`src/keyer_map.vh`:
```
/*
 Register map and field positions of the signal keyer control block.
 Assumes inclusion by bare name from design and bench files.
*/
`ifndef KEYER_MAP_VH
`define KEYER_MAP_VH
`define ADDR_MOD_CTRL      12'h000
`define ADDR_CARRIER_HIGH_CTRL     12'h004
`define ADDR_CARRIER_LOW_CTRL     12'h008
`define ADDR_SRC_CTRL      12'h00C
`define MC_ENABLE_BIT      7
`define MC_PIN_EN_BIT      6
`define MC_SLEW_BIT        5
`define MC_OUT_INV_BIT     4
`define MC_STATUS_BIT      3
`define MC_SOFT_BIT        0
`define MC_RESET           8'h20
`define MC_WMASK           8'hF1
`define CAR_SEL_LSB        0
`define CAR_INV_BIT        4
`define CAR_CUT_BIT        5
`define CAR_RESET          8'h00
`define CAR_WMASK          8'h37
`define SRC_SEL_LSB        0
`define SRC_CUT_BIT        7
`define SRC_RESET          8'h00
`define SRC_WMASK          8'h87
`endif

```
`src/signal_keyer.v`:
```
/*
 Signal keyer control block: APB register file, source synchronisers,
 keying core and registered pin controls.
 Assumes an APB master on clk_sys, asynchronous carrier and data sources
 on src_in, and a pad ring that honours the pin-cut and slew outputs.
*/
// Design decisions made here: the register addresses and the APB interface to the registers.
`include "keyer_map.vh"
`timescale 1ns/1ps
`default_nettype none
module signal_keyer #(
    parameter NSRC = 8
) (
    input  wire            clk_sys,
    input  wire            rst_n,
    input  wire            sleep_req,
    input  wire [NSRC-1:0] src_in,
    input  wire            psel,
    input  wire            penable,
    input  wire            pwrite,
    input  wire [11:0]     paddr,
    input  wire [31:0]     pwdata,
    output reg  [31:0]     prdata,
    output reg             pready,
    output reg             pslverr,
    output reg             keyed_output_pin,
    output reg             slew_limit_on,
    output reg  [NSRC-1:0] src_pin_cut
);
    reg  [7:0]      mod_ctrl_q;
    reg  [7:0]      mod_ctrl_d;
    reg  [7:0]      carrier_high_ctrl_q;
    reg  [7:0]      carrier_high_ctrl_d;
    reg  [7:0]      carrier_low_ctrl_q;
    reg  [7:0]      carrier_low_ctrl_d;
    reg  [7:0]      src_ctrl_q;
    reg  [7:0]      src_ctrl_d;
    reg             status_q;
    reg             status_d;
    reg             pready_d;
    reg             pslverr_d;
    reg  [31:0]     prdata_d;
    reg             pin_d;
    reg             slew_d;
    reg  [7:0]      rd_mux;
    reg             hit;
    wire            keyer_enable;
    wire            keyer_pin_enable;
    wire            slew_limit_bit;
    wire            output_invert;
    wire            soft_data_value;
    wire [2:0]      carrier_high_sel;
    wire            carrier_high_invert;
    wire            carrier_high_pin_cut;
    wire [2:0]      carrier_low_sel;
    wire            carrier_low_invert;
    wire            carrier_low_pin_cut;
    wire [2:0]      data_sel;
    wire            data_source_pin_cut;
    wire            sel_mod;
    wire            sel_carrier_high;
    wire            sel_carrier_low;
    wire            sel_src;
    wire            access;
    wire            wr_en;
    wire            rd_en;
    wire [NSRC-1:0] src_sync;
    wire [NSRC-1:0] cut_d;
    wire            mixed;
    genvar          g;

    assign keyer_enable         = mod_ctrl_q[`MC_ENABLE_BIT];
    assign keyer_pin_enable     = mod_ctrl_q[`MC_PIN_EN_BIT];
    assign slew_limit_bit       = mod_ctrl_q[`MC_SLEW_BIT];
    assign output_invert        = mod_ctrl_q[`MC_OUT_INV_BIT];
    assign soft_data_value      = mod_ctrl_q[`MC_SOFT_BIT];
    assign carrier_high_sel             = carrier_high_ctrl_q[`CAR_SEL_LSB +: 3];
    assign carrier_high_invert  = carrier_high_ctrl_q[`CAR_INV_BIT];
    assign carrier_high_pin_cut = carrier_high_ctrl_q[`CAR_CUT_BIT];
    assign carrier_low_sel             = carrier_low_ctrl_q[`CAR_SEL_LSB +: 3];
    assign carrier_low_invert   = carrier_low_ctrl_q[`CAR_INV_BIT];
    assign carrier_low_pin_cut  = carrier_low_ctrl_q[`CAR_CUT_BIT];
    assign data_sel             = src_ctrl_q[`SRC_SEL_LSB +: 3];
    assign data_source_pin_cut  = src_ctrl_q[`SRC_CUT_BIT];

    // Only exact word offsets hit; anything else is refused with pslverr
    assign sel_mod  = (paddr == `ADDR_MOD_CTRL);
    assign sel_carrier_high = (paddr == `ADDR_CARRIER_HIGH_CTRL);
    assign sel_carrier_low = (paddr == `ADDR_CARRIER_LOW_CTRL);
    assign sel_src  = (paddr == `ADDR_SRC_CTRL);

    // One-wait-state APB: a request is taken in its first access cycle only,
    // pready feedback keeps a held request from being taken twice
    assign access = psel & penable & ~pready;
    assign wr_en  = access & pwrite;
    assign rd_en  = access & ~pwrite;

    // Sources come from other clock domains or pins
    keyer_sync2 #(.WIDTH(NSRC)) u_sync (
        .clk_sys  (clk_sys),
        .rst_n    (rst_n),
        .async_in (src_in),
        .sync_out (src_sync)
    );

    // No sleep gating anywhere: sleep_req is deliberately left unused
    keyer_mix #(.NSRC(NSRC)) u_mix (
        .sources         (src_sync),
        .carrier_high_sel        (carrier_high_sel),
        .carrier_low_sel        (carrier_low_sel),
        .data_sel        (data_sel),
        .carrier_high_inv        (carrier_high_invert),
        .carrier_low_inv        (carrier_low_invert),
        .keyer_enable    (keyer_enable),
        .soft_data_value (soft_data_value),
        .output_invert   (output_invert),
        .mod_sig         (),
        .mixed_out       (mixed)
    );

    always @*
    begin
        hit    = 1'h1;
        rd_mux = 8'h00;
        case (paddr)
            `ADDR_MOD_CTRL:  rd_mux = {mod_ctrl_q[7:4], status_q, 3'h0} |
                                      {7'h00, soft_data_value};
            `ADDR_CARRIER_HIGH_CTRL: rd_mux = carrier_high_ctrl_q;
            `ADDR_CARRIER_LOW_CTRL: rd_mux = carrier_low_ctrl_q;
            `ADDR_SRC_CTRL:  rd_mux = src_ctrl_q;
            default:         hit    = 1'h0;
        endcase
    end

    // Unmapped writes and all reads leave every register as it stands
    always @*
    begin
        mod_ctrl_d  = mod_ctrl_q;
        carrier_high_ctrl_d = carrier_high_ctrl_q;
        carrier_low_ctrl_d = carrier_low_ctrl_q;
        src_ctrl_d  = src_ctrl_q;
        if (wr_en)
        begin
            if (sel_mod)
                mod_ctrl_d = pwdata[7:0] & `MC_WMASK;
            if (sel_carrier_high)
                carrier_high_ctrl_d = pwdata[7:0] & `CAR_WMASK;
            if (sel_carrier_low)
                carrier_low_ctrl_d = pwdata[7:0] & `CAR_WMASK;
            if (sel_src)
                src_ctrl_d = pwdata[7:0] & `SRC_WMASK;
        end
    end

    always @*
    begin
        pready_d  = access;
        pslverr_d = access & ~hit;
        prdata_d  = prdata;
        // Read data stands until the next read, not only with pready
        if (rd_en)
            prdata_d = {24'h00_0000, rd_mux};
    end

    // Cuts only matter while the keyer is actually using that source
    generate
        for (g = 0; g < NSRC; g = g + 1)
        begin : g_cut
            localparam [31:0] IDX = g;
            wire high_hit;
            wire low_hit;
            wire data_hit;
            assign high_hit = carrier_high_pin_cut && (carrier_high_sel == IDX[2:0]);
            assign low_hit  = carrier_low_pin_cut && (carrier_low_sel == IDX[2:0]);
            // Select 0 is the software bit, which owns no pin
            assign data_hit = data_source_pin_cut && (data_sel == IDX[2:0])
                              && (data_sel != 3'h0);
            assign cut_d[g] = keyer_enable & (high_hit | low_hit | data_hit);
        end
    endgenerate

    always @*
    begin
        status_d = mixed;
        // Pin stays low while pin enable is clear, so firmware may configure first
        pin_d    = mixed & keyer_pin_enable;
        slew_d   = slew_limit_bit;
    end

    always @(posedge clk_sys or negedge rst_n)
    begin
        if (!rst_n)
        begin
            mod_ctrl_q <= `MC_RESET;
        end
        else
        begin
            mod_ctrl_q <= mod_ctrl_d;
        end
    end

    always @(posedge clk_sys or negedge rst_n)
    begin
        if (!rst_n)
        begin
            carrier_high_ctrl_q <= `CAR_RESET;
        end
        else
        begin
            carrier_high_ctrl_q <= carrier_high_ctrl_d;
        end
    end

    always @(posedge clk_sys or negedge rst_n)
    begin
        if (!rst_n)
        begin
            carrier_low_ctrl_q <= `CAR_RESET;
        end
        else
        begin
            carrier_low_ctrl_q <= carrier_low_ctrl_d;
        end
    end

    always @(posedge clk_sys or negedge rst_n)
    begin
        if (!rst_n)
        begin
            src_ctrl_q <= `SRC_RESET;
        end
        else
        begin
            src_ctrl_q <= src_ctrl_d;
        end
    end

    always @(posedge clk_sys or negedge rst_n)
    begin
        if (!rst_n)
        begin
            pready  <= 1'h0;
            pslverr <= 1'h0;
            prdata  <= 32'h0000_0000;
        end
        else
        begin
            pready  <= pready_d;
            pslverr <= pslverr_d;
            prdata  <= prdata_d;
        end
    end

    always @(posedge clk_sys or negedge rst_n)
    begin
        if (!rst_n)
        begin
            status_q <= 1'h0;
        end
        else
        begin
            status_q <= status_d;
        end
    end

    always @(posedge clk_sys or negedge rst_n)
    begin
        if (!rst_n)
        begin
            keyed_output_pin <= 1'h0;
        end
        else
        begin
            keyed_output_pin <= pin_d;
        end
    end

    always @(posedge clk_sys or negedge rst_n)
    begin
        if (!rst_n)
        begin
            slew_limit_on <= 1'h1;
        end
        else
        begin
            slew_limit_on <= slew_d;
        end
    end

    always @(posedge clk_sys or negedge rst_n)
    begin
        if (!rst_n)
        begin
            src_pin_cut <= {NSRC{1'h0}};
        end
        else
        begin
            src_pin_cut <= cut_d;
        end
    end
endmodule
`default_nettype wire

```
`src/keyer_sync2.v`:
```
/*
 Two-flop synchroniser, one per bit, for asynchronous source inputs.
 Assumes clk_sys and rst_n of the host block.
*/
`timescale 1ns/1ps
`default_nettype none
module keyer_sync2 #(
    parameter WIDTH = 8
) (
    input  wire             clk_sys,
    input  wire             rst_n,
    input  wire [WIDTH-1:0] async_in,
    output wire [WIDTH-1:0] sync_out
);
    genvar i;
    generate
        for (i = 0; i < WIDTH; i = i + 1)
        begin : g_bit
            reg meta_q;
            reg sync_q;
            always @(posedge clk_sys or negedge rst_n)
            begin
                if (!rst_n)
                begin
                    meta_q <= 1'b0;
                    sync_q <= 1'b0;
                end
                else
                begin
                    meta_q <= async_in[i];
                    sync_q <= meta_q;
                end
            end
            assign sync_out[i] = sync_q;
        end
    endgenerate
endmodule
`default_nettype wire

```
`src/keyer_mix.v`:
```
/*
 Combinational keying core: carrier selection, inversion, data-driven carrier mux mixing.
 Assumes synchronised sources and registered controls on the same clock.
*/
`timescale 1ns/1ps
`default_nettype none
module keyer_mix #(
    parameter NSRC = 8
) (
    input  wire [NSRC-1:0] sources,
    input  wire [2:0]      carrier_high_sel,
    input  wire [2:0]      carrier_low_sel,
    input  wire [2:0]      data_sel,
    input  wire            carrier_high_inv,
    input  wire            carrier_low_inv,
    input  wire            keyer_enable,
    input  wire            soft_data_value,
    input  wire            output_invert,
    output wire            mod_sig,
    output wire            mixed_out
);
    wire carrier_high_raw;
    wire carrier_low_raw;
    wire carrier_high;
    wire carrier_low;
    wire data_pick;
    // Disabled keyer grounds both carriers for least switching activity
    assign carrier_high_raw  = keyer_enable ? sources[carrier_high_sel] : 1'b0;
    assign carrier_low_raw  = keyer_enable ? sources[carrier_low_sel] : 1'b0;
    // Select 0 is the software data bit; stored selection is never touched
    assign data_pick = (data_sel == 3'h0) ? soft_data_value : sources[data_sel];
    assign mod_sig   = keyer_enable ? data_pick : soft_data_value;
    assign carrier_high      = carrier_high_raw ^ carrier_high_inv;
    assign carrier_low      = carrier_low_raw ^ carrier_low_inv;
    assign mixed_out = (mod_sig ? carrier_high : carrier_low) ^ output_invert;
endmodule
`default_nettype wire

```
`config.mk`:
```
export PLATFORM = sky130hd
export DESIGN_NAME = signal_keyer
export DESIGN_NICKNAME = d
export VERILOG_FILES = /design/src/signal_keyer.v /design/src/keyer_sync2.v /design/src/keyer_mix.v
export VERILOG_INCLUDE_DIRS = /design/src
export SDC_FILE = /design/constraint.sdc
export NUM_CORES = 1
export LEC_CHECK = 0
export BUFFER_PORTS_ARGS = -buffer_cell sky130_fd_sc_hd__buf_4
export CAP_MARGIN = 20
export CORE_ASPECT_RATIO = 0.7
export CORE_MARGIN = 4
export CORE_UTILIZATION = 53
export CTS_CLUSTER_SIZE = 25
export DETAILED_ROUTE_END_ITERATION = 16
export GPL_TIMING_DRIVEN = 0
export PLACE_DENSITY = 0.95
export SLEW_MARGIN = 20
export SYNTH_ARGS = -nofsm -noshare
export SYNTH_HDL_FRONTEND = slang
export SYNTH_SLANG_ARGS = --single-unit
```
`constraint.sdc`:
```
create_clock -name clk_sys -period 5.65 [get_ports clk_sys]
set_clock_uncertainty 0.15 [all_clocks]
set_input_delay 0.565 -clock clk_sys [delete_from_list [all_inputs] [get_ports clk_sys]]
set_output_delay 0.565 -clock clk_sys [all_outputs]
set_load 0.01 [all_outputs]
```
==> run_results.csv <==
group,metric,value,unit
synth,ys_seq_area_share,52.0,%
final_layout,antennaDiodeCount,0,
setup_path,crit_buf_inv,1,
sta,setup_violations,0,
synth,yosys-top-cells-area,"dfrtp_1 (50%), mux2_2 (10%), buf_4 (6.7%)",
outcome,status,"finished, final reports clean",
setup_path,cp_top_family,"simple AND/OR/NAND/NOR gates",
route,viasPerCell,5.17,
synth,yosysTopAreaCell,"dfrtp_1",
setup_path,setup.worst_path.end,"carrier_high_ctrl_q[2]$_DFFE_PN0P_",
power,ir_worst_vdd,152,µV
power,finalPower,676,µW
global_route,grt_pass1_wl,9190,µm
final_layout,fin_area,3340,µm²
cts,clock_latency,0.31,ns
sta,fmax,376,MHz
floorplanning,die_x,93.3,µm
global_route,antenna_found_initial,0,
floorplanning,die_h,67.7,µm
setup_path,crit_path_end_kind,"register",
power,swShare,22.4,%
setup_path,slowest_stage,"nor4_1",
power,power.density,203,nW/µm²
setup_path,reg2reg_to,"keyed_output_pin$_DFF_PN0_",
cts,cts_buffers,5,
cts,cts_htree_levels,2,
sta,hold_violations,0,
synth,synth_cell_types,43,
power,p_comb_share,8.7,%
sta,relSlewSlack,54.0,%
synth,async_reset_ff_share,100,%
setup_path,r2r_slack,3.28,ns
sta,fin_crit_sh,47.1,%
min_path,hp-class,"input port to asynchronous set/reset pin",
setup_path,path_class,"input port to register",
setup_path,required,5.69,ns
cts,cts_tree,"yes",
floorplanning,start_util,55.5,%
placement,routabilityCongestion,0.883,
sta,fin_crit,2.66,ns
placement,dp.cells,383,
sta,rsz0062_at_grt,"false",
synth,synth-edff-count,0,
global_route,grt_usage,19.0,%
cts,clk_pin_slew,0.09,ns
synth,yosysWarningCount,0,
final_layout,area_growth,23.6,%
route,drtIter0Drc,174,
synth,synth_top_area_share,50.1,%
floorplanning,ioPinCount,102,
setup_path,critPathMaxFanout,8,
setup_path,cp-startpoint,"paddr[1]",
route,drtPass1Iterations,4,
synth,synthTopCellsByCount,"dfrtp_1 (54), buf_4 (24), mux2_2 (24)",
power,p_leak,1.58,nW
setup_path,r2r_start,"src_ctrl_q[1]$_DFFE_PN0P_",
setup_path,worstRegToRegCells,7,
cts,ctsResizeCount,0,
cts,post_cts_buffers,0,
synth,synth_cells,240,
route,drc,0,
floorplanning,die_area,6320,µm²
synth,netlist_area,2700,µm²
global_route,overflow,0,
route,final_antenna_net_count,0,
placement,place_area,3250,µm²
cts,cts.sinks,56,
cts,clk_path_buf_depth,2,
route,finalWirelength,5820,µm
power,pwr-share-clk,30.5,%
setup_path,worst_ep_arrival_time,2.70,ns
synth,synth_most_common_cell,"dfrtp_1",
setup_path,startpoint_type,"input port",
setup_path,cp.depth,6,
floorplanning,core.rowCount,21,
final_layout,fin_cells,391,
route,num_vias,2021,
final_layout,nNetsFinal,379,
sta,worst_pin_slew,0.684,ns
synth,ys.flop_type,"dfrtp_1",
sta,slew_violations,0,
synth,syn_avg_cell_area,11.2,µm²
power,p_seq_share,60.8,%
global_route,grt_pass1_vias,1881,
placement,portBuffers,51,
cts,cts_hold_buf,0,
cts,cts_root_buffer,"clkbuf_8",
final_layout,drive_gt1_share,36.0,%
setup_path,critPathMaxStageDelay,0.60,ns
setup_path,crit_top_cell,"nor4_1",
final_layout,post-route-util,68.6,%
sta,finalSetupTns,0,ns
synth,synth_seq_cells,56,
global_route,grt_max_degree,57,
job,cap_viol_max_count,0,
route,wl_per_cell,14.9,µm
power,p_int,525,µW
power,netSwitchingPower,151,µW
setup_path,crit_chain,"buf_4 -> nor4_1 -> nand3_1 -> nor4_1 -> nand2_1 -> mux2_2",
floorplanning,coreArea,4860,µm²
placement,dp_hpwl,4410,µm
-- per-stage QoR --
step / setup WS, ns / hold slack [ns]
4_1_cts: 3.04 / 0.166
6_report: 2.99 / 0.121
2_1_floorplan: 3.24 / 0.119
3_3_place_gp: 2.72 / 0.181
3_5_place_dp: 2.76 / 0.186
5_1_grt: 2.84 / 0.190
-- cells in the final DEF (no fill, tap or decap), types with 2 or more instances in the layout --
cell type	Yosys	final
buf_4	24	75
dfrtp_1	54	54
mux2_2	24	24
conb_1	1	24
nand2_1	21	21
nor2_1	16	16
nor3b_1	11	11
nor3_1	10	10
clkbuf_1	6	8
o31ai_1	8	8
mux2i_1	6	6
nand2b_1	5	5
a21oi_1	5	5
clkbuf_8	0	5
inv_1	4	4
buf_2	3	3
nor2b_1	3	3
nor4_1	3	3
o21ai_0	3	3
o22ai_1	2	2
o21a_1	2	2
mux4_2	2	2
a211oi_1	2	2
and2_1	2	2
nand3_1	2	2
a22oi_1	2	2
dfstp_2	2	2
-- sequential cells by signal, summed over array words and instances, names as in the netlist --
| name | flops |
|---|---|
| carrier_low_ctrl_q | 5 |
| pslverr | 1 |
| mod_ctrl_q | 5 |
| keyed_output_pin | 1 |
| slew_limit_on | 1 |
| prdata | 8 |
| carrier_high_ctrl_q | 5 |
| u_sync.g_bit.sync_q | 8 |
| status_q | 1 |
| pready | 1 |
| src_ctrl_q | 4 |
| src_pin_cut | 8 |
| u_sync.g_bit.meta_q | 8 |
-- worst min path at each step --
stage / startpoint / endpoint / slack (ns) / cells after the start
2_1_floorplan: rst_n / carrier_high_ctrl_q[0]$_DFFE_PN0P_ / 0.12 / 0
3_3_place_gp: u_sync.g_bit[5].meta_q$_DFF_PN0_ / u_sync.g_bit[5].sync_q$_DFF_PN0_ / 0.18 / 0
3_5_place_dp: u_sync.g_bit[0].meta_q$_DFF_PN0_ / u_sync.g_bit[0].sync_q$_DFF_PN0_ / 0.19 / 0
4_1_cts: rst_n / src_pin_cut[5]$_DFF_PN0_ / 0.17 / 1
5_1_grt: rst_n / src_pin_cut[5]$_DFF_PN0_ / 0.19 / 1
6_report: rst_n / src_pin_cut[5]$_DFF_PN0_ / 0.12 / 1
-- area by class of cell --
| class | instances | area [µm²] |
|---|---|---|
| fill | 358 | 1530 |
| sequential | 56 | 1400 |
| multi-input combinational | 169 | 1140 |
| timing repair buffer | 51 | 383 |
| buffer | 34 | 225 |
| tap | 69 | 86.3 |
| clock buffer | 7 | 76.3 |
| inverter | 4 | 15.0 |
| clock inverter | 1 | 5.00 |
-- power groups by stage --
stage               clock [mW]  sequential, mW  combinational [mW]
floorplan                    0           0.418              0.0292
global placement             0           0.418              0.0574
detailed placement           0           0.419              0.0586
CTS                      0.212           0.411              0.0588
global route             0.227           0.412              0.0657
finish                   0.206           0.411              0.0589
-- worst register-to-register path, delay by kind of cell (launching register included) --
kind / cells / cell delay, ns
compound gates: 2 / 0.42
mux: 1 / 0.30
flops: 1 / 0.40
simple gates: 3 / 0.62
buf+inv: 1 / 0.40
-- metal layers --
layer  routed length, µm  global-route usage [%]  share of wire [%]  vias to the layer above
li1                    -                       -                  -                      966
met1                2410                    25.0                 41                      950
met2                2850                    32.2                 49                       97
met3                 501                    4.45                8.6                        8
met4                  51                    4.39               0.88                        0
met5                   0                       0                  0                        -
-- kinds of logic after synthesis --
logic type	count (synthesis)	share of synthesized area, %
AOI/OAI and AO/OA	30	7.74
buffers and inverters	38	8.90
DFF	56	52.0
muxes	33	14.9
other	1	0.139
and+or+nand+nor	82	16.3
(Power assumes the default switching activity.)
